`src/ahnd_params.svh`:
```
// constants for the shock and motion event engines
`ifndef AHND_PARAMS_SVH
`define AHND_PARAMS_SVH

// ==========================================
// register indices (byte address = 4 * index)
`define AHND_IDX_INT_STATUS 8'h09
`define AHND_IDX_AXIS_SIGN 8'h0c
`define AHND_IDX_SOFT_RESET 8'h14
`define AHND_IDX_HIGH_EN 8'h17
`define AHND_IDX_MOTION_EN 8'h18
`define AHND_IDX_HYST 8'h24
`define AHND_IDX_HIGH_DUR 8'h25
`define AHND_IDX_HIGH_THR 8'h26
`define AHND_IDX_MOTION_DUR 8'h27
`define AHND_IDX_MOTION_THR 8'h29
`define AHND_IDX_LSB 2

// ==========================================
// field positions
`define AHND_ST_HIGH_BIT 1
`define AHND_ST_MOTION_BIT 3
`define AHND_AS_SIGN_BIT 3
`define AHND_MEN_SEL_BIT 3
`define AHND_HYST_MSB 7
`define AHND_HYST_LSB 6
`define AHND_MDUR_MSB 5

// ==========================================
// reset values
`define AHND_RST_HIGH_EN 8'h00
`define AHND_RST_MOTION_EN 8'h00
`define AHND_RST_HYST 8'h81
`define AHND_RST_HIGH_DUR 8'h0f
`define AHND_RST_HIGH_THR 8'hc0
`define AHND_RST_MOTION_DUR 8'h00
`define AHND_RST_MOTION_THR 8'h14
`define AHND_SOFT_RESET_KEY 8'hb6

// ==========================================
// scaling: shift from setting lsb to sample lsb
`define AHND_THR_SHIFT 3
`define AHND_HYST_SHIFT 7
`define AHND_SLOPE_SHIFT 2

// ==========================================
// no-motion delay table
`define AHND_NM_SHORT_LAST 6'd15
`define AHND_NM_MID_LAST 6'd21
`define AHND_NM_LONG_FIRST 6'd32
`define AHND_NM_MID_BASE 9'd40
`define AHND_NM_LONG_BASE 9'd88
`define AHND_NM_STEP_SHIFT 3

// ==========================================
// timing
`define AHND_CLK_KHZ 10000
`define AHND_HIGH_STEP_US 2000
`define AHND_TICK_S 1
`define AHND_HIGH_STEP_CYC (`AHND_HIGH_STEP_US * `AHND_CLK_KHZ / 1000)
`define AHND_TICK_CYC (`AHND_TICK_S * `AHND_CLK_KHZ * 1000)

`endif

```
`src/ahnd_pkg.sv`:
```
// types for the shock and motion event engines
`default_nettype none
package ahnd_pkg;
  typedef enum logic [1:0] {HG_ARMED, HG_ACTIVE, HG_REARM} ahnd_hg_state_t;
  typedef logic signed [11:0] ahnd_sample_t;
endpackage
`default_nettype wire

```
`src/ahnd_high_det.sv`:
```
// shock (high-g) detector with hysteresis and duration filter
`timescale 1ns/100ps
`default_nettype none
`include "ahnd_params.svh"
module ahnd_high_det import ahnd_pkg::*; #(
  parameter int DW = 12
) (
  // clock and reset
  input wire logic ref_clk_i,
  input wire logic rst_b_i,
  input wire logic clr_i,
  input wire logic step_tick_i,
  // samples
  input wire logic signed [DW-1:0] acc_x_i,
  input wire logic signed [DW-1:0] acc_y_i,
  input wire logic signed [DW-1:0] acc_z_i,
  // settings
  input wire logic [2:0] en_i,
  input wire logic [7:0] shock_threshold_i,
  input wire logic [1:0] shock_hysteresis_i,
  input wire logic [7:0] dur_i,
  // status
  output logic evt_o,
  output logic [2:0] first_o,
  output logic sign_o
);
  logic signed [DW-1:0] acc [3];
  logic [2:0] above;
  logic [2:0] low;
  logic [DW-1:0] thr_cnt;
  logic [DW-1:0] hy_cnt;
  logic [DW-1:0] low_lim;
  logic above_any;
  logic below_all;
  logic [7:0] cnt_r;
  ahnd_hg_state_t state_r;

  assign acc[0] = acc_x_i;
  assign acc[1] = acc_y_i;
  assign acc[2] = acc_z_i;
  assign thr_cnt = DW'({shock_threshold_i, `AHND_THR_SHIFT'(0)}); // [RULE_02]
  assign hy_cnt = DW'({shock_hysteresis_i, `AHND_HYST_SHIFT'(0)}); // [RULE_03]
  assign low_lim = (thr_cnt > hy_cnt) ? thr_cnt - hy_cnt : '0;

  genvar g;
  generate
    for (g = 0; g < 3; g++) begin : g_axis
      logic [DW-1:0] mag;
      assign mag = acc[g][DW-1] ? DW'(-acc[g]) : DW'(acc[g]);
      assign above[g] = en_i[g] && (mag > thr_cnt); // [RULE_01]
      assign low[g] = !en_i[g] || (mag < low_lim);
    end
  endgenerate

  assign above_any = |above; // [RULE_04]
  assign below_all = &low; // [RULE_05]

  always_ff @(posedge ref_clk_i) begin
    if (!rst_b_i || clr_i) begin
      state_r <= HG_ARMED;
      cnt_r <= '0;
      evt_o <= 1'b0;
      first_o <= '0;
      sign_o <= 1'b0;
    end else begin
      case (state_r)
        HG_ARMED: begin
          if (!above_any) begin
            cnt_r <= '0;
          end else if (step_tick_i) begin
            if (cnt_r == dur_i) begin // [RULE_06]
              state_r <= HG_ACTIVE;
              cnt_r <= '0;
              evt_o <= 1'b1; // [RULE_04]
              if (above[0]) begin // [RULE_09]
                first_o <= 3'b001;
                sign_o <= acc[0][DW-1]; // [RULE_11]
              end else if (above[1]) begin
                first_o <= 3'b010;
                sign_o <= acc[1][DW-1];
              end else begin
                first_o <= 3'b100;
                sign_o <= acc[2][DW-1];
              end
            end else begin
              cnt_r <= cnt_r + 8'h01;
            end
          end
        end
        HG_ACTIVE: begin
          if (!above_any) begin
            state_r <= HG_REARM;
            evt_o <= 1'b0; // [RULE_08]
            first_o <= '0; // [RULE_10]
            sign_o <= 1'b0;
          end
        end
        HG_REARM: begin
          if (!below_all) begin
            cnt_r <= '0;
          end else if (step_tick_i) begin
            if (cnt_r == dur_i) begin // [RULE_05]
              state_r <= HG_ARMED;
              cnt_r <= '0;
            end else begin
              cnt_r <= cnt_r + 8'h01;
            end
          end
        end
        default: begin
          state_r <= HG_ARMED;
        end
      endcase
    end
  end
endmodule // ahnd_high_det
`default_nettype wire

```
`src/ahnd_motion_det.sv`:
```
// slow-motion / no-motion slope engine
`timescale 1ns/100ps
`default_nettype none
`include "ahnd_params.svh"
module ahnd_motion_det import ahnd_pkg::*; #(
  parameter int DW = 12
) (
  // clock and reset
  input wire logic ref_clk_i,
  input wire logic rst_b_i,
  input wire logic clr_i,
  input wire logic sample_i,
  input wire logic sec_tick_i,
  // samples
  input wire logic signed [DW-1:0] acc_x_i,
  input wire logic signed [DW-1:0] acc_y_i,
  input wire logic signed [DW-1:0] acc_z_i,
  // settings
  input wire logic [2:0] en_i,
  input wire logic nomo_sel_i,
  input wire logic [5:0] dur_i,
  input wire logic [7:0] stillness_threshold_i,
  // status
  output logic evt_o
);
  logic signed [DW-1:0] acc [3];
  logic signed [DW-1:0] prev_r [3];
  logic prev_vld_r;
  logic [2:0] above;
  logic [2:0] still;
  logic above_any;
  logic below_all;
  logic [DW:0] thr_cnt;
  logic [2:0] run_r;
  logic [8:0] secs_r;
  logic [8:0] delay;
  logic mode_r;

  assign acc[0] = acc_x_i;
  assign acc[1] = acc_y_i;
  assign acc[2] = acc_z_i;
  assign thr_cnt = (DW+1)'({stillness_threshold_i, `AHND_SLOPE_SHIFT'(0)}); // [RULE_18]

  genvar g;
  generate
    for (g = 0; g < 3; g++) begin : g_axis
      logic signed [DW:0] slope;
      logic [DW:0] mag;
      assign slope = (DW+1)'(acc[g]) - (DW+1)'(prev_r[g]); // [RULE_23]
      assign mag = slope[DW] ? (DW+1)'(-slope) : (DW+1)'(slope);
      assign above[g] = en_i[g] && (mag > thr_cnt); // [RULE_17]
      assign still[g] = !en_i[g] || (mag < thr_cnt);
      always_ff @(posedge ref_clk_i) begin
        if (!rst_b_i || clr_i) begin
          prev_r[g] <= '0;
        end else if (sample_i) begin // [RULE_19]
          prev_r[g] <= acc[g];
        end
      end
    end
  endgenerate

  assign above_any = |above;
  assign below_all = &still;

  // delay code to seconds
  always_comb begin
    if (dur_i <= `AHND_NM_SHORT_LAST) begin // [RULE_14]
      delay = 9'(dur_i) + 9'd1;
    end else if (dur_i <= `AHND_NM_MID_LAST) begin
      delay = `AHND_NM_MID_BASE + 9'(9'(dur_i - 6'd16) << `AHND_NM_STEP_SHIFT);
    end else if (dur_i < `AHND_NM_LONG_FIRST) begin
      delay = `AHND_NM_LONG_BASE - 9'd8;
    end else begin
      delay = `AHND_NM_LONG_BASE + 9'(9'(dur_i - `AHND_NM_LONG_FIRST) << `AHND_NM_STEP_SHIFT);
    end
  end

  always_ff @(posedge ref_clk_i) begin
    if (!rst_b_i) begin
      prev_vld_r <= 1'b0;
    end else if (clr_i) begin
      prev_vld_r <= 1'b0;
    end else if (sample_i) begin
      prev_vld_r <= 1'b1;
    end
  end

  always_ff @(posedge ref_clk_i) begin
    if (!rst_b_i || clr_i) begin
      mode_r <= 1'b0;
      run_r <= '0;
      secs_r <= '0;
      evt_o <= 1'b0;
    end else if (mode_r != nomo_sel_i) begin
      mode_r <= nomo_sel_i;
      run_r <= '0;
      secs_r <= '0;
      evt_o <= 1'b0;
    end else if (mode_r) begin // [RULE_16]
      if (sample_i && prev_vld_r && !below_all) begin
        secs_r <= '0;
        evt_o <= 1'b0;
      end else if (sec_tick_i && !evt_o) begin // [RULE_15]
        if (secs_r + 9'd1 >= delay) begin // [RULE_13]
          evt_o <= 1'b1;
        end else begin
          secs_r <= secs_r + 9'd1;
        end
      end
    end else if (sample_i && prev_vld_r) begin
      if (above_any != evt_o) begin // [RULE_12]
        if (run_r == {1'b0, dur_i[1:0]}) begin
          evt_o <= above_any;
          run_r <= '0;
        end else begin
          run_r <= run_r + 3'd1;
        end
      end else begin
        run_r <= '0;
      end
    end
  end
endmodule // ahnd_motion_det
`default_nettype wire

```
`src/ahnd_top.sv`:
```
// shock and motion event engines with AHB-Lite register slave
//
// Functional notes
// RULE_01: shock check only on enabled axes
// RULE_02: shock threshold lsb scales with range
// RULE_03: shock hysteresis lsb scales with range
// RULE_04: shock raised after duration above threshold
// RULE_05: rearm after duration below threshold minus hysteresis
// RULE_06: shock delay is (duration+1) times 2 ms
// RULE_07: shock state readable in status register
// RULE_08: shock clears once below threshold
// RULE_09: one first-axis flag for triggering axis
// RULE_10: first-axis flags clear with shock event
// RULE_11: sign flag: zero positive, one negative
// RULE_12: slow motion uses N consecutive slope samples
// RULE_13: no-motion after delay with all slopes below
// RULE_14: duration code maps to no-motion delay table
// RULE_15: no-motion timed by one-second tick
// RULE_16: select bit one chooses no-motion mode
// RULE_17: motion engine watches enabled axes only
// RULE_18: slope threshold lsb scales with range
// RULE_19: slope samples spaced by sample strobe
// RULE_20: key write restores defaults
// RULE_21: host waits wake-up time after soft reset
// RULE_22: soft reset register reads zero
// RULE_23: slope is difference of consecutive samples
//
// Register access over AHB-Lite was chosen for this implementation.
`timescale 1ns/100ps
`default_nettype none
`include "ahnd_params.svh"
module ahnd_top import ahnd_pkg::*; #(
  parameter int DW = 12,
  parameter int STEP_CYC = `AHND_HIGH_STEP_CYC,
  parameter int TICK_CYC = `AHND_TICK_CYC
) (
  // clock and reset
  input wire logic ref_clk_i,
  input wire logic rst_b_i,
  // filtered samples
  input wire logic sample_vld_i,
  input wire logic signed [DW-1:0] acc_x_i,
  input wire logic signed [DW-1:0] acc_y_i,
  input wire logic signed [DW-1:0] acc_z_i,
  // ahb-lite slave
  input wire logic hsel_i,
  input wire logic [31:0] haddr_i,
  input wire logic [1:0] htrans_i,
  input wire logic hwrite_i,
  input wire logic [2:0] hsize_i,
  input wire logic [31:0] hwdata_i,
  input wire logic hready_i,
  output logic [31:0] hrdata_o,
  output logic hreadyout_o,
  output logic hresp_o,
  // event levels
  output logic shock_evt_o,
  output logic motion_evt_o
);
  // ==========================================
  // register state
  logic [7:0] high_en_r;
  logic [7:0] motion_en_r;
  logic [7:0] hyst_r;
  logic [7:0] high_dur_r;
  logic [7:0] high_thr_r;
  logic [7:0] motion_dur_r;
  logic [7:0] motion_thr_r;
  logic soft_rst_r;
  logic [31:0] step_cnt_r;
  logic [31:0] tick_cnt_r;
  logic step_tick_r;
  logic sec_tick_r;
  logic wr_pend_r;
  logic [7:0] wr_idx_r;
  logic hg_evt;
  logic [2:0] hg_first;
  logic hg_sign;
  logic mo_evt;
  logic [7:0] status_val;
  logic [7:0] axis_val;
  logic [7:0] rd_idx;
  logic [7:0] rd_val;
  logic [7:0] wr_byte;
  logic addr_ok;
  logic take;

  // ==========================================
  // ahb address and data phase
  assign take = hsel_i && hready_i && htrans_i[1];
  assign rd_idx = haddr_i[`AHND_IDX_LSB+7:`AHND_IDX_LSB];
  assign addr_ok = (haddr_i[31:`AHND_IDX_LSB+8] == '0) && (haddr_i[`AHND_IDX_LSB-1:0] == '0);
  assign wr_byte = hwdata_i[7:0];

  always_ff @(posedge ref_clk_i) begin
    if (!rst_b_i) begin
      wr_pend_r <= 1'b0;
      wr_idx_r <= '0;
    end else if (hready_i) begin
      wr_pend_r <= take && hwrite_i && addr_ok;
      wr_idx_r <= rd_idx;
    end
  end

  always_ff @(posedge ref_clk_i) begin
    if (!rst_b_i) begin
      hreadyout_o <= 1'b0;
      hresp_o <= 1'b0;
    end else begin
      hreadyout_o <= 1'b1;
      hresp_o <= 1'b0;
    end
  end

  // ==========================================
  // read mux
  assign status_val = 8'((hg_evt << `AHND_ST_HIGH_BIT) | (mo_evt << `AHND_ST_MOTION_BIT)); // [RULE_07]
  assign axis_val = 8'({hg_sign, hg_first}); // [RULE_09]

  always_comb begin
    case (rd_idx)
      `AHND_IDX_INT_STATUS: rd_val = status_val;
      `AHND_IDX_AXIS_SIGN: rd_val = axis_val;
      `AHND_IDX_SOFT_RESET: rd_val = 8'h00; // [RULE_22]
      `AHND_IDX_HIGH_EN: rd_val = high_en_r;
      `AHND_IDX_MOTION_EN: rd_val = motion_en_r;
      `AHND_IDX_HYST: rd_val = hyst_r;
      `AHND_IDX_HIGH_DUR: rd_val = high_dur_r;
      `AHND_IDX_HIGH_THR: rd_val = high_thr_r;
      `AHND_IDX_MOTION_DUR: rd_val = motion_dur_r;
      `AHND_IDX_MOTION_THR: rd_val = motion_thr_r;
      default: rd_val = 8'h00;
    endcase
  end

  always_ff @(posedge ref_clk_i) begin
    if (!rst_b_i) begin
      hrdata_o <= '0;
    end else if (take && !hwrite_i) begin
      if (!addr_ok) begin
        hrdata_o <= '0;
      end else if (wr_pend_r && wr_idx_r == rd_idx && rd_idx != `AHND_IDX_SOFT_RESET &&
                   rd_idx != `AHND_IDX_INT_STATUS && rd_idx != `AHND_IDX_AXIS_SIGN) begin
        hrdata_o <= {24'h000000, wr_byte};
      end else begin
        hrdata_o <= {24'h000000, rd_val};
      end
    end
  end

  // ==========================================
  // configuration registers
  always_ff @(posedge ref_clk_i) begin
    if (!rst_b_i) begin
      soft_rst_r <= 1'b0;
    end else begin
      soft_rst_r <= wr_pend_r && wr_idx_r == `AHND_IDX_SOFT_RESET && wr_byte == `AHND_SOFT_RESET_KEY; // [RULE_20]
    end
  end

  always_ff @(posedge ref_clk_i) begin
    if (!rst_b_i || soft_rst_r) begin // [RULE_20]
      high_en_r <= `AHND_RST_HIGH_EN;
      motion_en_r <= `AHND_RST_MOTION_EN;
      hyst_r <= `AHND_RST_HYST;
      high_dur_r <= `AHND_RST_HIGH_DUR;
      high_thr_r <= `AHND_RST_HIGH_THR;
      motion_dur_r <= `AHND_RST_MOTION_DUR;
      motion_thr_r <= `AHND_RST_MOTION_THR;
    end else if (wr_pend_r) begin
      case (wr_idx_r)
        `AHND_IDX_HIGH_EN: high_en_r <= wr_byte;
        `AHND_IDX_MOTION_EN: motion_en_r <= wr_byte;
        `AHND_IDX_HYST: hyst_r <= wr_byte;
        `AHND_IDX_HIGH_DUR: high_dur_r <= wr_byte;
        `AHND_IDX_HIGH_THR: high_thr_r <= wr_byte;
        `AHND_IDX_MOTION_DUR: motion_dur_r <= wr_byte;
        `AHND_IDX_MOTION_THR: motion_thr_r <= wr_byte;
        default: begin
        end
      endcase
    end
  end

  // ==========================================
  // time bases
  always_ff @(posedge ref_clk_i) begin
    if (!rst_b_i || soft_rst_r) begin
      step_cnt_r <= '0;
      step_tick_r <= 1'b0;
    end else if (step_cnt_r == 32'(STEP_CYC - 1)) begin // [RULE_06]
      step_cnt_r <= '0;
      step_tick_r <= 1'b1;
    end else begin
      step_cnt_r <= step_cnt_r + 32'd1;
      step_tick_r <= 1'b0;
    end
  end

  always_ff @(posedge ref_clk_i) begin
    if (!rst_b_i || soft_rst_r) begin
      tick_cnt_r <= '0;
      sec_tick_r <= 1'b0;
    end else if (tick_cnt_r == 32'(TICK_CYC - 1)) begin // [RULE_15]
      tick_cnt_r <= '0;
      sec_tick_r <= 1'b1;
    end else begin
      tick_cnt_r <= tick_cnt_r + 32'd1;
      sec_tick_r <= 1'b0;
    end
  end

  // ==========================================
  // event engines
  ahnd_high_det #(
    .DW(DW)
  ) u_high (
    .ref_clk_i(ref_clk_i),
    .rst_b_i(rst_b_i),
    .clr_i(soft_rst_r),
    .step_tick_i(step_tick_r),
    .acc_x_i(acc_x_i),
    .acc_y_i(acc_y_i),
    .acc_z_i(acc_z_i),
    .en_i(high_en_r[2:0]),
    .shock_threshold_i(high_thr_r),
    .shock_hysteresis_i(hyst_r[`AHND_HYST_MSB:`AHND_HYST_LSB]),
    .dur_i(high_dur_r),
    .evt_o(hg_evt),
    .first_o(hg_first),
    .sign_o(hg_sign)
  );

  ahnd_motion_det #(
    .DW(DW)
  ) u_motion (
    .ref_clk_i(ref_clk_i),
    .rst_b_i(rst_b_i),
    .clr_i(soft_rst_r),
    .sample_i(sample_vld_i),
    .sec_tick_i(sec_tick_r),
    .acc_x_i(acc_x_i),
    .acc_y_i(acc_y_i),
    .acc_z_i(acc_z_i),
    .en_i(motion_en_r[2:0]),
    .nomo_sel_i(motion_en_r[`AHND_MEN_SEL_BIT]),
    .dur_i(motion_dur_r[`AHND_MDUR_MSB:0]),
    .stillness_threshold_i(motion_thr_r),
    .evt_o(mo_evt)
  );

  // ==========================================
  // event outputs
  always_ff @(posedge ref_clk_i) begin
    if (!rst_b_i) begin
      shock_evt_o <= 1'b0;
      motion_evt_o <= 1'b0;
    end else begin
      shock_evt_o <= hg_evt;
      motion_evt_o <= mo_evt;
    end
  end
endmodule // ahnd_top
`default_nettype wire

```
`config.mk`:
```
export PLATFORM = sky130hd
export DESIGN_NAME = ahnd_top
export DESIGN_NICKNAME = d
export VERILOG_FILES = /design/src/ahnd_pkg.sv /design/src/ahnd_high_det.sv /design/src/ahnd_motion_det.sv /design/src/ahnd_top.sv
export VERILOG_INCLUDE_DIRS = /design/src
export SDC_FILE = /design/constraint.sdc
export NUM_CORES = 1
export LEC_CHECK = 0
export BUFFER_PORTS_ARGS = -buffer_cell sky130_fd_sc_hd__buf_2
export CAP_MARGIN = 30
export CORE_ASPECT_RATIO = 1.5
export CORE_MARGIN = 1
export CORE_UTILIZATION = 45
export DETAILED_ROUTE_END_ITERATION = 8
export MAX_ROUTING_LAYER = met4
export PLACE_DENSITY_LB_ADDON = 0.3
export SLEW_MARGIN = 20
export SYNTH_ARGS = -nofsm -noshare
export SYNTH_HDL_FRONTEND = slang
export SYNTH_SLANG_ARGS = --single-unit
```
`constraint.sdc`:
```
create_clock -name ref_clk_i -period 9.4 [get_ports ref_clk_i]
set_input_delay 1.41 -clock ref_clk_i [delete_from_list [all_inputs] [get_ports ref_clk_i]]
set_output_delay 1.41 -clock ref_clk_i [all_outputs]
set_load 0.02 [all_outputs]
```
# == After elaboration in Yosys (flattened, before gate mapping) ==
# Memory sizes are Yosys's and may differ from the RTL's.
# Cells that the tools add are included.
# totals
ram_bits,36
inputBits,111
memories,1
regBits,197
# mem_list
memory,words,width,rd,rd_ports_with_merged_regs,write_ports,line_no,rtl
u_motion.prev_r,3,12,3,0,3,ahnd_motion_det.sv:27,logic signed [DW-1:0] prev_r [3];
# classes
reduce_logical,67
n_eq_ne,40
n_bitwise,6
magnitude_cmp,17
addsub,20
muxes,67
# op_table
cell,count
two-way mux 12 bit,7
"equality test 8 x 6 -> 1 bit, second input constant",10
case mux 8 bit (9 select lines),1
"adder 32 x 1 -> 32 bit, second input constant",2
two-way mux 9 bit,6
two-way mux 8 bit,6
"equality test 8 x 5 -> 1 bit, second input constant",5
> comparator 13 x 10 -> 1 bit,3
less-than comparator 13 x 10 -> 1 bit,3
two-way mux 13 bit,3
negation 13 bit,3
subtractor 12 x 12 -> 13 bit,3
> comparator 12 x 11 -> 1 bit,3
less-than comparator 12 bit,3
negation 12 bit,3
"equality test 32 x 15 -> 1 bit, second input constant",1
"equality test 32 x 24 -> 1 bit, second input constant",1
two-way mux 1 bit,24
two-way mux 3 bit,8
logical NOT 22 bit,1
logical AND 1 bit,21
"equality test 8 x 4 -> 1 bit, second input constant",2
equality test 8 bit,2
"inequality test 8 x 4 -> 1 bit, second input constant",2
other kinds (41),94

# == Logic depth before layout (Yosys ltp) ==
# Gate-level depths: netlist of the first run.
# An unclocked memory read counts as a cell.
# logic_depth
ltp_word,11
ltp_mapped,23

# == Modules after synthesis ==
# Synthesis of the first run repeated with hierarchy kept, for this count alone.
# hier_totals
hier_cells,1877
hier_area_um2,15788.9
# modules_own_cells
mod,n_inst,area_each_um2,cells_each
ahnd_top,1,6846.6,782
ahnd_motion_det,1,6307.3,764
ahnd_high_det,1,2635.0,331

# == Worst setup path before layout of the first run ==
# OpenSTA, ideal clock, no wires.
# synth_timing
kind,input to register
startpoint,in acc_x_i[0]
endpoint,reg u_motion.evt_o
path_buffers,0
path_slack_ps,3797
path_stages,20
t_arrival_ps,5500
cell_sequence,inv_1 > ha_1 > fa_1 > nor2b_1 > o21a_1 > nor2_1 > xnor2_1 > or4_1 > o21ai_0 > xor2_1 > ha_1 > a2111oi_0 > o21ai_0 > a221o_1 > a2111oi_0 > a41oi_1 > nand3_1 > o211ai_4 > or2_1 > a2111oi_2
# synth_via
elab_chain_cells,10
word_cells_on_any_way,21
classes_between,add/sub (2); order compare (2); eq/ne (3); mux (6); reduce/logical (8)
# synth_lines
element,line_no,rtl
from (decl),ahnd_top.sv:42,"input wire logic signed [DW-1:0] acc_x_i,"
subtractor 12 x 12 -> 13 bit *,ahnd_motion_det.sv:49,assign slope = (DW+1)'(acc[g]) - (DW+1)'(prev_r[g]);
negation 13 bit,ahnd_motion_det.sv:50,assign mag = slope[DW] ? (DW+1)'(-slope) : (DW+1)'(slope);
two-way mux 13 bit *,ahnd_motion_det.sv:50,
less-than comparator 13 x 10 -> 1 bit / > comparator 13 x 10 -> 1 bit (equally long branches),"ahnd_motion_det.sv:52, ahnd_motion_det.sv:51",
logical OR 1 bit / logical AND 1 bit (equally long branches),"ahnd_motion_det.sv:52, ahnd_motion_det.sv:51",
AND reduction 3 bit / OR reduction 3 bit (equally long branches),"ahnd_motion_det.sv:64, ahnd_motion_det.sv:63",
logical NOT 1 bit / two-way mux 1 bit (equally long branches),"ahnd_motion_det.sv:101, ahnd_motion_det.sv:113",
logical AND 1 bit / two-way mux 1 bit (equally long branches),"ahnd_motion_det.sv:101, ahnd_motion_det.sv:112",
"inequality test 3 bit (no source line), or another cell as far along",--,
AND reduction 5 bit (no source line) / two-way mux 1 bit (equally long branches),--,
to (signal assigned),ahnd_motion_det.sv:114,evt_o <= above_any;
to (decl),ahnd_motion_det.sv:24,output logic evt_o
# Mark *: on every way between the ends. The rest lies on a longest branch, timed or not. The select of a mux whose other input is x is not followed.
# A chain may end at the register's enable or synchronous reset.

# == Worst setup path after layout of the first run ==
# Ends and elaborated chain as after synthesis.

==> impl_results.rst, run 1 <==
.. list-table::
   :header-rows: 1

   * - Metric
     - Value
   * - Sink count of the clock tree
     - 209
   * - Commonest cells in the synthesized netlist
     - sky130_fd_sc_hd__nor2_1 (202), sky130_fd_sc_hd__dfxtp_1 (173), sky130_fd_sc_hd__nand2_1 (137)
   * - IO Port Bufs
     - 93
   * - Initial antenna violation count
     - 0
   * - Die height
     - 230 um
   * - Clock transition at the registers of the reported paths
     - ~0.070 ns
   * - Crit path capture type
     - flop
   * - Nets
     - 2151
   * - Share of Yosys cell area claimed by the top area cell type
     - 22.2%
   * - Overflow left after global routing
     - 0
   * - Total wire length after detailed routing
     - 41000 um
   * - Path type of the worst min-delay path
     - reg2reg
   * - Routed vias/inst
     - ~5.8
   * - Count of pins on the block boundary
     - approximately 150
   * - DRC errors left
     - 0
   * - Buf+Inv Stages, Crit Path
     - 2
   * - DP HPWL
     - approximately 31000 um
   * - Synth area leaders
     - sky130_fd_sc_hd__dfxtp_1 (22%), sky130_fd_sc_hd__ha_1 (11%), sky130_fd_sc_hd__edfxtp_1 (6.9%), sky130_fd_sc_hd__xnor2_1 (5.0%), sky130_fd_sc_hd__nor2_1 (4.9%)
   * - EDFF count, synth
     - 36
   * - Fmax
     - 166 MHz
   * - Data required time of the worst path
     - 9.82 ns
   * - Final critical-path required period
     - 6.03 ns
   * - Num rows
     - 83
   * - Via count
     - 13700
   * - Pin slew with the least headroom to its limit
     - 0.967 ns
   * - Total leakage power
     - about 7 nW
   * - Largest clock skew in the final design
     - 0.00938 ns
   * - Number of buffers inserted to repair setup after CTS
     - 0
   * - Total count of hold-check failures in the final report
     - 0
   * - Syn Inst Count
     - 1841
   * - Area of the die
     - 35400 um^2
   * - Mean area per synthesized cell
     - 8.46 um^2
   * - TritonCTS clock tree
     - done
   * - Final routed wire length divided by cell count
     - 17.5 um
   * - Sequential share of the synthesized area
     - 29.2%
   * - Run status
     - finished clean
   * - GRT Resource Usage Total
     - 24.1%
   * - Most used standard cell by instance count after synthesis
     - sky130_fd_sc_hd__nor2_1
   * - Critical path data arrival time
     - 6.46 ns
   * - Crit start category
     - input pin
   * - Number of iterations in the first detailed-routing pass
     - 5
   * - Antenna Diode Count
     - 0
   * - Share of the cycle needed by the critical path after routing
     - 64.2%
   * - Number of global-route vias before repair
     - between 10000 and 15000
   * - Synth Cell Area
     - about 16000 um^2
   * - Max clock buf depth
     - 3
   * - Pin count of the biggest net entering global routing
     - 63
   * - Async set-or-reset flop fraction in the synthesized netlist
     - 0%
   * - Area post-placement
     - ~16000 um^2
   * - Core Footprint
     - around 34000 um^2
   * - IR Drop Worst-Case VDD
     - 122 uV
   * - Hold-fix buffer count after cts
     - 0
   * - Wire length of the first global-routing pass
     - approximately 68000 um
   * - Final setup vio count
     - 0
   * - Library cell with the largest summed area after synthesis
     - sky130_fd_sc_hd__dfxtp_1
   * - Number of synthesis warnings
     - 0
   * - Maximum capacitance violations
     - 0
   * - Initial core utilization
     - 45.6%
   * - Synth cell types
     - 90
   * - Area grow syn2layout
     - 9.64%
   * - Top flip-flop cell by instance count after synthesis
     - sky130_fd_sc_hd__dfxtp_1
   * - Largest driver fanout on the critical path
     - 12
   * - Setup CP Type
     - in2reg
   * - #FFs+latches synth
     - 209
   * - TNS Setup
     - 0 ns
   * - Post_cts resized
     - 0
   * - Worst hold margin
     - 0.468 ns
   * - Final Cell Area
     - 17100 um^2
   * - Die Span X
     - 154 um
   * - Number of nets with antenna violations after detailed routing
     - 0
   * - Delay contributed by the slowest stage of the critical path
     - 0.55 ns
   * - Cell class contributing the biggest share of worst-path delay
     - compound AO/OA/AOI/OAI gates
   * - RSZ-0062 raised after global routing
     - no
   * - Number of buffers added by the clock tree synthesis step
     - 22
   * - Master of the slowest instance on the critical path
     - sky130_fd_sc_hd__nor2_1
   * - Initial detailed-routing violation count
     - 678
   * - Routability Congestion
     - about 0.9
   * - Register-to-register setup slack
     - 4.10 ns
   * - Layout cells sized above 1
     - 9.86%
   * - Clock root cell
     - sky130_fd_sc_hd__clkbuf_16
   * - Slew Limit Fails
     - 0
   * - Total power divided by cell area
     - 144 nW/um^2
   * - Clock insertion delay at the later pin of the skew report
     - between 0.5 and 0.6 ns
   * - Relative slew slack
     - 35.3%
   * - Level count of the clock H-tree
     - 1
   * - Ordered cell list for the critical path
     - buf_2, inv_1, ha_1, fa_1, nor2b_1, o21a_1, o21ai_0, a21oi_1, nor2_1, o31ai_1, xnor2_1, ha_1, a2111oi_0, o21ai_0, a221o_1, a2111oi_0, a41oi_1, nand3_1, o211ai_4, or2_1, a2111oi_2
==> layout make-up <==
type,count,area (um^2)
clock buffer,34,667
clock inverter,6,67.6
fill,3194,17100
inverter,89,334
multi-input combinational,1471,10300
sequential,209,4540
tap,425,532
timing repair buffer,107,596
==> worst reg2reg max path, cell delays in order (launching register included) <==
cell and delay, ns:
sky130_fd_sc_hd__edfxtp_1 0.36, sky130_fd_sc_hd__inv_1 0.07, sky130_fd_sc_hd__ha_1 0.27, sky130_fd_sc_hd__a21oi_1 0.24
sky130_fd_sc_hd__nor2_1 0.07, sky130_fd_sc_hd__a211oi_1 0.37, sky130_fd_sc_hd__a21oi_1 0.14, sky130_fd_sc_hd__nor2_1 0.55
sky130_fd_sc_hd__o31ai_1 0.21, sky130_fd_sc_hd__xnor2_1 0.23, sky130_fd_sc_hd__ha_1 0.27, sky130_fd_sc_hd__a2111oi_0 0.39
sky130_fd_sc_hd__o21ai_0 0.18, sky130_fd_sc_hd__a221o_1 0.39, sky130_fd_sc_hd__a2111oi_0 0.41, sky130_fd_sc_hd__a41oi_1 0.10
sky130_fd_sc_hd__nand3_1 0.18, sky130_fd_sc_hd__o211ai_4 0.19, sky130_fd_sc_hd__or2_1 0.27, sky130_fd_sc_hd__a2111oi_2 0.33
==> where the power goes <==
part           internal [mW]  leakage, nW  total (mW)  switching (mW)
combinational          0.254         4.90       0.610           0.356
sequential             0.930         1.78       0.942          0.0117
clock                  0.520        0.363       0.900           0.380
==> kinds of logic after synthesis <==
kind of cell	after synthesis	synth area share (%)
flops	209	29.2
buf+inv	185	5.13
compound gates	342	15.9
mux	78	5.61
xor+xnor	159	8.95
simple gates	727	23.8
fa+ha+maj	140	11.4
other cells	1	0.0241
==> per-layer routing <==
metal | part of all wire (%) | up-vias | GRT usage, %
met2 | 53 | 304 | 44.9
met3 | 3.6 | 106 | 2.51
met1 | 40 | 6535 | 25.5
met4 | 3.9 | 0 | 10.3
met5 | 0 | - | -
li1 | - | 6731 | -
==> sequential cells by signal, summed over array words and instances, names as in the netlist, 8 cells and up <==
register and count:
hyst_r 8, motion_en_r 8, motion_dur_r 8, u_high.cnt_r 8, high_en_r 8, tick_cnt_r 32, high_dur_r 8, u_motion.prev_r 36
u_motion.secs_r 9, high_thr_r 8, wr_idx_r 8, hrdata_o 8, step_cnt_r 32, motion_thr_r 8
==> cell usage in the layout (no fill, tap or decap), drive strengths merged, types with 18 or more instances in the layout <==
| master | instances |
|---|---|
| nand4 | 41 |
| dfxtp | 173 |
| xor2 | 71 |
| a21oi | 64 |
| inv | 91 |
| nand3 | 66 |
| buf | 106 |
| a22oi | 18 |
| o31ai | 18 |
| clkbuf | 35 |
| edfxtp | 36 |
| nor4 | 31 |
| mux2i | 70 |
| o21a | 30 |
| nor3 | 34 |
| nand2 | 137 |
| and3 | 66 |
| a21o | 34 |
| xnor2 | 88 |
| conb | 25 |
| nor2 | 203 |
| nor2b | 46 |
| o21ai | 58 |
| ha | 136 |
==> metrics by stage <==
step	utilization (%)	setup WS, ns	std cells	total power [mW]
floorplan	-	3.80	1865	1.43
finish	50.0	3.37	2341	2.45
global route	50.0	3.03	2341	2.59
detailed placement	47.7	2.93	2298	1.56
CTS	49.8	3.47	2338	2.47
global placement	47.6	2.99	2296	1.55
==> final timing paths <==
path | from | to | cells after the start
worst max-delay path | acc_x_i[0] | u_motion.evt_o | 21
worst min-delay path | tick_cnt_r[0] | tick_cnt_r[0] | 1
worst min register to register | tick_cnt_r[0] | tick_cnt_r[0] | 1
worst max register to register | u_motion.prev_r[0][5] | u_motion.evt_o | 19
No activity file was read; power rests on OpenSTA's default activity.
==> run 2, diff against run 1 <==
Settings changed: ABC_AREA from default to 1.
Clock period 9.4 ns to 5.25 ns, I/O delays scaled along.
==> impl_results.rst, run 2 <==
.. list-table::
   :header-rows: 1

   * - Metric
     - Value
   * - Run status
     - finished clean
   * - Die height
     - 230 um
   * - Delay contributed by the slowest stage of the critical path
     - between 0.4 and 0.5 ns
   * - GRT Resource Usage Total
     - 24.5%
   * - Total wire length after detailed routing
     - between 40000 and 50000 um
   * - Initial detailed-routing violation count
     - a little under 900
   * - Final critical-path required period
     - about 4.5 ns
   * - Num rows
     - between 80 and 90
   * - Hold-fix buffer count after cts
     - 0
   * - Share of Yosys cell area claimed by the top area cell type
     - roughly 22%
   * - Sw Ratio
     - 31.6%
   * - TritonCTS clock tree
     - done
   * - Synth Cell Area
     - 15600 um^2
   * - Relative slew slack
     - 35.3%
   * - Worst R2R End
     - u_motion.secs_r[0]
   * - Fmax
     - 223 MHz
   * - Top flip-flop cell by instance count after synthesis
     - sky130_fd_sc_hd__dfxtp_1
   * - Fillers
     - 3371
   * - Routability Congestion
     - 0.968
   * - Most used standard cell by instance count after synthesis
     - sky130_fd_sc_hd__nand2_1
   * - Maximum capacitance violations
     - 0
   * - Total net switching power
     - around 1.4 mW
   * - Wire length of the first global-routing pass
     - 68800 um
   * - Total power divided by cell area
     - 258 nW/um^2
   * - Total leakage power
     - 7.93 nW
   * - Count of non-filler cells in the finished layout
     - 2804
   * - DP HPWL
     - 33400 um
   * - Number of buffers inserted to repair setup after CTS
     - 0
   * - Overall power of the completed layout
     - 4.47 mW
   * - Post_cts resized
     - 0
   * - Clock transition at the registers of the reported paths
     - 0.06 ns
   * - XOR/XNOR Fraction of Synth Area
     - about 4.6%
   * - Pin count of the biggest net entering global routing
     - 37
   * - Largest clock skew in the final design
     - approximately 0.016 ns
   * - Adder-cell share of the synthesized area
     - between 10 and 15%
   * - Largest driver fanout on the critical path
     - 11
   * - Master of the slowest instance on the critical path
     - sky130_fd_sc_hd__fa_1
   * - Data required time of the worst path
     - 5.71 ns
   * - Worst hold margin
     - about 0.44 ns
   * - Antenna Diode Count
     - 0
   * - Syn Inst Count
     - 2266
   * - IO Port Bufs
     - 93
   * - Max reg flops
     - 36
   * - Basic-gate share of the synthesized area counting and, or, nand and nor cells
     - 29.1%
   * - R2R cell count
     - 29
   * - Final Cell Area
     - approximately 17000 um^2
   * - Logic pwr share
     - 24.4%
   * - Sequential share of power
     - 37.5%
   * - R2r startpoint
     - u_motion.prev_r[2][0]
   * - Post-Place Cells
     - 2765
   * - Critical path data arrival time
     - approximately 4.9 ns
   * - Sequential cell area
     - about 4500 um^2
   * - Setup CP Type
     - in2reg
   * - Dominant combinational cell family by area after synthesis
     - simple AND/OR/NAND/NOR gates
   * - RSZ-0062 raised after global routing
     - no
   * - Sequential share of the synthesized area
     - 29.1%
   * - Clock root cell
     - sky130_fd_sc_hd__clkbuf_16
   * - DRC errors left
     - 0
   * - EDFF count, synth
     - 36
   * - Area grow syn2layout
     - 10.8%
   * - Crit path capture type
     - flop
   * - Clock insertion delay at the later pin of the skew report
     - 0.54 ns
   * - Share of the cycle needed by the critical path after routing
     - 85.5%
   * - Area of the die
     - 35500 um^2
   * - Proportion of power drawn by the clock network
     - 38.0%
   * - Count of pins on the block boundary
     - 147
   * - Crit start category
     - input pin
   * - Slew Limit Fails
     - 0
   * - Top cell by count, worst path
     - sky130_fd_sc_hd__nand2_1
   * - Library cell with the largest summed area after synthesis
     - sky130_fd_sc_hd__dfxtp_1
   * - Initial core utilization
     - 45.7%
   * - Nets
     - 2616
   * - Path type of the worst min-delay path
     - reg2reg
   * - Synth cell types
     - 61
   * - TNS Setup
     - 0 ns
   * - Number of buffers added by the clock tree synthesis step
     - 23
   * - Fraction of synthesized area in multiplexers
     - 0%
   * - Post-synthesis compound-gate area fraction
     - 14.7%
   * - Initial antenna violation count
     - 0
   * - Number of synthesis warnings
     - 0
   * - Final routed wire length divided by cell count
     - 15.1 um
   * - Post-layout worst setup margin
     - between 0.7 and 0.8 ns
   * - Final setup vio count
     - 0
   * - Area post-placement
     - between 15000 and 20000 um^2
   * - Mean area per synthesized cell
     - 6.89 um^2
   * - Final standard cell utilization of the core
     - 50.6%
   * - Internal Pwr Total
     - slightly above 3 mW
   * - Terminating pin of the worst hold path
     - tick_cnt_r[0]
   * - Max clock buf depth
     - 3
   * - Register name with the most flops
     - u_motion.prev_r
   * - Number of global-route vias before repair
     - 14300
   * - Level count of the clock H-tree
     - 1
   * - Register-to-register setup slack
     - 0.84 ns
   * - Synth area leaders
     - sky130_fd_sc_hd__dfxtp_1 (22%), sky130_fd_sc_hd__ha_1 (11%), sky130_fd_sc_hd__nand2_1 (11%), sky130_fd_sc_hd__inv_1 (8.7%), sky130_fd_sc_hd__edfxtp_1 (6.9%)
   * - Number of nets with antenna violations after detailed routing
     - 0
   * - Overflow left after global routing
     - 0
   * - Die Span X
     - 154 um
   * - Total count of hold-check failures in the final report
     - 0
   * - Core Footprint
     - 34200 um^2
   * - Startpoint of the most critical hold path
     - tick_cnt_r[0]
   * - Registers with the most flip-flops
     - u_motion.prev_r: 36 flops, step_cnt_r: 32 flops, tick_cnt_r: 32 flops
   * - IR Drop Worst-Case VDD
     - around 250 uV
   * - Most common cell after layout, fill and taps aside
     - sky130_fd_sc_hd__nand2_1
   * - Layout cells sized above 1
     - under 10%
   * - #FFs+latches synth
     - approximately 210
   * - Sink count of the clock tree
     - 209
   * - Most frequent cells in the layout
     - sky130_fd_sc_hd__nand2_1 (449), sky130_fd_sc_hd__inv_1 (361), sky130_fd_sc_hd__nor2_1 (216)
   * - Commonest cells in the synthesized netlist
     - sky130_fd_sc_hd__nand2_1 (449), sky130_fd_sc_hd__inv_1 (360), sky130_fd_sc_hd__nor2_1 (217)
   * - Post-placement worst setup slack
     - 0.236 ns
   * - Routed vias/inst
     - between 5 and 6
   * - Pin slew with the least headroom to its limit
     - 0.971 ns
   * - Hold depth
     - 1
   * - Number of iterations in the first detailed-routing pass
     - 5
   * - Via count
     - approximately 15000
   * - Async set-or-reset flop fraction in the synthesized netlist
     - 0%
   * - Area taken by multi-input logic gates
     - between 9000 and 10000 um^2
==> run 2: cell types whose count changed after synthesis, moves of 44 or more <==
| cell | before | now |
|---|---|---|
| sky130_fd_sc_hd__o21ai_0 | 53 | 110 |
| sky130_fd_sc_hd__nand2_1 | 137 | 449 |
| sky130_fd_sc_hd__nand3_1 | 66 | 116 |
| sky130_fd_sc_hd__mux2i_1 | 70 | 0 |
| sky130_fd_sc_hd__inv_1 | 87 | 360 |
| sky130_fd_sc_hd__nor2b_1 | 44 | 0 |
| sky130_fd_sc_hd__and3_1 | 66 | 4 |
| sky130_fd_sc_hd__xnor2_1 | 88 | 20 |
| sky130_fd_sc_hd__a21oi_1 | 64 | 191 |
==> run 2: logic make-up (layout without fill, tap and decap cells) <==
kind of cell / count (synthesis) / count (layout)
buffers and inverters: 429 / 518
AO/OA/AOI/OAI: 406 / 406
XOR/XNOR: 82 / 82
AND/OR/NAND/NOR: 999 / 999
flip-flops: 209 / 209
adder cells (fa/ha/maj): 140 / 140
other: 1 / 25
==> run 2: metal layers <==
| layer | share of wire, % | global-route usage, % | wire (um) |
|---|---|---|---|
| met1 | 40 | 25.3 | 16800 |
| met2 | 50 | 45.0 | 21300 |
| met3 | 4.5 | 2.62 | 1910 |
| met4 | 5.6 | 13.8 | 2380 |
| met5 | 0 | - | 0 |
==> run 2: cell type report <==
class	count	share of cell area [%]
flip-flops and latches	209	26.3
inverters	370	8.03
clock inverters	12	0.854
clock buffers	27	3.60
repair buffers	109	3.50
well taps	425	3.07
multi-input cells	1652	54.7
==> run 2: power by group through the flow <==
| stage | clock network (mW) | logic [mW] | registers (mW) |
|---|---|---|---|
| 2_1_floorplan | 0 | 0.819 | 1.71 |
| 4_1_cts | 1.74 | 1.09 | 1.68 |
| 3_3_place_gp | 0 | 1.05 | 1.71 |
| 3_5_place_dp | 0 | 1.08 | 1.71 |
| 6_report | 1.70 | 1.09 | 1.68 |
| 5_1_grt | 1.80 | 1.25 | 1.68 |
==> run 2: worst max-delay path: cells and delay by family <==
family | cells | cell delay (ns)
compound gates | 5 | 0.72
xor+xnor | 1 | 0.18
fa+ha+maj | 3 | 0.93
buf+inv | 6 | 0.71
simple gates | 16 | 1.59
==> run 2: how the worst max path moves through the flow <==
| stage | end | slack [ns] | start | depth (start not counted) |
|---|---|---|---|---|
| 6_report | u_motion.secs_r[0] | 0.76 | acc_z_i[0] | 31 |
| 5_1_grt | u_motion.secs_r[8] | 0.29 | acc_x_i[0] | 31 |
| 4_1_cts | u_motion.secs_r[0] | 0.77 | acc_z_i[0] | 31 |
| 3_5_place_dp | u_motion.secs_r[0] | 0.24 | acc_z_i[0] | 31 |
| 3_3_place_gp | u_motion.secs_r[0] | 0.30 | acc_x_i[0] | 32 |
| 2_1_floorplan | u_motion.secs_r[0] | 0.96 | acc_x_i[0] | 32 |
==> run 3, diff against run 2 <==
Settings changed: ABC_AREA 1 to default, GPL_ROUTABILITY_DRIVEN from default to 1.
==> impl_results.rst, run 3 (synthesis gave the netlist of run 1 again) <==
.. list-table::
   :header-rows: 1

   * - Metric
     - Value
   * - Data required time of the worst path
     - 5.67 ns
   * - Path type of the worst min-delay path
     - reg2reg
   * - Number of global-route vias before repair
     - 13700
   * - DP HPWL
     - 31900 um
   * - Initial core utilization
     - 45.6%
   * - Sink count of the clock tree
     - 209
   * - Crit start category
     - input pin
   * - Area grow syn2layout
     - 11.7%
   * - IR Drop Worst-Case VDD
     - 235 uV
   * - Core Footprint
     - 34200 um^2
   * - Most common cell after layout, fill and taps aside
     - sky130_fd_sc_hd__nor2_1
   * - Number of buffers inserted to repair setup after CTS
     - 0
   * - Final Cell Area
     - 17400 um^2
   * - Delay contributed by the slowest stage of the critical path
     - 0.53 ns
   * - Number of nets with antenna violations after detailed routing
     - 0
   * - Routability Congestion
     - between 0.9 and 1
   * - Level count of the clock H-tree
     - 1
   * - Maximum capacitance violations
     - 0
   * - Via count
     - between 10000 and 15000
   * - Hold-fix buffer count after cts
     - 0
   * - GRT Resource Usage Total
     - 24.4%
   * - Fmax
     - 204 MHz
   * - Max reg flops
     - 36
   * - Pin slew with the least headroom to its limit
     - 0.939 ns
   * - Max clock buf depth
     - 3
   * - Worst hold margin
     - 0.466 ns
   * - Final routed wire length divided by cell count
     - approximately 18 um
   * - Final setup vio count
     - 0
   * - Wire length of the first global-routing pass
     - 68300 um
   * - Clock transition at the registers of the reported paths
     - 0.07 ns
   * - Final critical-path required period
     - roughly 4.9 ns
   * - Relative slew slack
     - 37.2%
   * - Num rows
     - 83
   * - Initial antenna violation count
     - 0
   * - Die height
     - 230 um
   * - Master of the slowest instance on the critical path
     - sky130_fd_sc_hd__or4_1
   * - RSZ-0062 raised after global routing
     - no
   * - Largest driver fanout on the critical path
     - 3
   * - Slew Limit Fails
     - 0
   * - TNS Setup
     - 0 ns
   * - Registers with the most flip-flops
     - u_motion.prev_r: 36 flops, step_cnt_r: 32 flops, tick_cnt_r: 32 flops
   * - Setup CP Type
     - in2reg
   * - Number of iterations in the first detailed-routing pass
     - 5
   * - Pin count of the biggest net entering global routing
     - 62
   * - Share of the cycle needed by the critical path after routing
     - 93.5%
   * - Total wire length after detailed routing
     - 41900 um
   * - Total count of hold-check failures in the final report
     - 0
   * - Count of pins on the block boundary
     - 147
   * - Total power divided by cell area
     - 263 nW/um^2
   * - Die Span X
     - 154 um
   * - Fillers
     - ~3200
   * - Final standard cell utilization of the core
     - 50.9%
   * - Antenna Diode Count
     - 0
   * - Post_cts resized
     - 0
   * - DRC errors left
     - 0
   * - Area of the die
     - 35400 um^2
   * - Nets
     - 2187
   * - Register name with the most flops
     - u_motion.prev_r
   * - Number of buffers added by the clock tree synthesis step
     - 23
   * - Layout cells sized above 1
     - between 10% and 20%
   * - TritonCTS clock tree
     - done
   * - IO Port Bufs
     - slightly above 90
   * - Clock insertion delay at the later pin of the skew report
     - ~0.53 ns
   * - Largest clock skew in the final design
     - 0.0239 ns
   * - Area post-placement
     - 16600 um^2
   * - Routed vias/inst
     - 5.83
   * - Initial detailed-routing violation count
     - about 680
   * - Most frequent cells in the layout
     - sky130_fd_sc_hd__nor2_1 (202), sky130_fd_sc_hd__dfxtp_1 (173), sky130_fd_sc_hd__nand2_1 (137)
   * - Overflow left after global routing
     - 0
   * - Clock root cell
     - sky130_fd_sc_hd__clkbuf_16
   * - Crit path capture type
     - flop
   * - Total leakage power
     - 7.24 nW
   * - Ordered cell list for the critical path
     - buf_2, inv_1, ha_1, fa_1, nor2b_1, o21a_1, nor2_1, xnor2_1, or4_1, o21ai_0, xor2_1, ha_1, a2111oi_0, o21ai_0, a221o_1, buf_4, nor3_1, a41oi_1, nand3_1, o211ai_4, or2_1, a2111oi_2
   * - Run status
     - finished clean
   * - Critical path data arrival time
     - 5.33 ns
==> run 3: changes by cell type in the layout (fill, tap and decap cells not counted), moves of 17 or more <==
| cell | delta |
|---|---|
| sky130_fd_sc_hd__a21oi_1 | -127 |
| sky130_fd_sc_hd__o21ai_0 | -57 |
| sky130_fd_sc_hd__a21o_1 | +32 |
| sky130_fd_sc_hd__a22oi_1 | +17 |
| sky130_fd_sc_hd__inv_1 | -274 |
| sky130_fd_sc_hd__mux2i_1 | +70 |
| sky130_fd_sc_hd__nand3_1 | -50 |
| sky130_fd_sc_hd__nand2_1 | -312 |
| sky130_fd_sc_hd__buf_4 | +32 |
| sky130_fd_sc_hd__xnor2_1 | +68 |
| sky130_fd_sc_hd__nor3_1 | -18 |
| sky130_fd_sc_hd__nor2b_1 | +43 |
| sky130_fd_sc_hd__and3_1 | +62 |
| sky130_fd_sc_hd__o21a_1 | +19 |
==> run 3: layout make-up <==
type / instances / area, um^2 / share of cell area, %
clock buffer: 30 / 622 / 3.57
sequential: 209 / 4540 / 26.1
timing repair buffer: 142 / 861 / 4.95
multi-input combinational: 1471 / 10300 / 59.4
inverter: 89 / 334 / 1.92
clock inverter: 12 / 175 / 1.01
tap: 425 / 532 / 3.06
==> run 3: metal layers <==
metal | track usage [%] | up-vias | routed length [um]
li1 | - | 6788 | -
met1 | 26.4 | 6580 | 16500
met2 | 44.7 | 380 | 21800
met3 | 2.90 | 112 | 1970
met4 | 10.3 | 0 | 1730
met5 | - | - | 0
==> run 3: path summary, 6_finish.rpt <==
check	end	cells after the start	slack (ns)	start
hold / removal	step_cnt_r[0]	1	0.47	step_cnt_r[0]
setup reg to reg	u_motion.evt_o	20	0.37	u_motion.prev_r[0][0]
hold reg to reg	step_cnt_r[0]	1	0.47	step_cnt_r[0]
setup / recovery	u_motion.evt_o	22	0.34	acc_x_i[0]
==> run 3: critical path, delay by kind of cell <==
kind	cells	cell delay (ns)
AO/OA/AOI/OAI	8	1.79
XOR/XNOR	2	0.26
adder cells (fa/ha/maj)	3	0.84
buffers and inverters	3	0.28
AND/OR/NAND/NOR	6	1.37
==> run 3: per-stage QoR <==
stage               worst slack, ns  total power, mW  std cells
floorplan                     0.269             2.56       1865
global placement            -0.0840             2.83       2331
detailed placement           -0.134             2.86       2333
CTS                           0.374             4.61       2375
global route                  0.124             4.82       2378
finish                        0.341             4.58       2378
==> run 3: power breakdown <==
group | internal, mW | switching (mW)
registers | 1.67 | 0.0214
logic | 0.495 | 0.656
clock network | 1.04 | 0.697
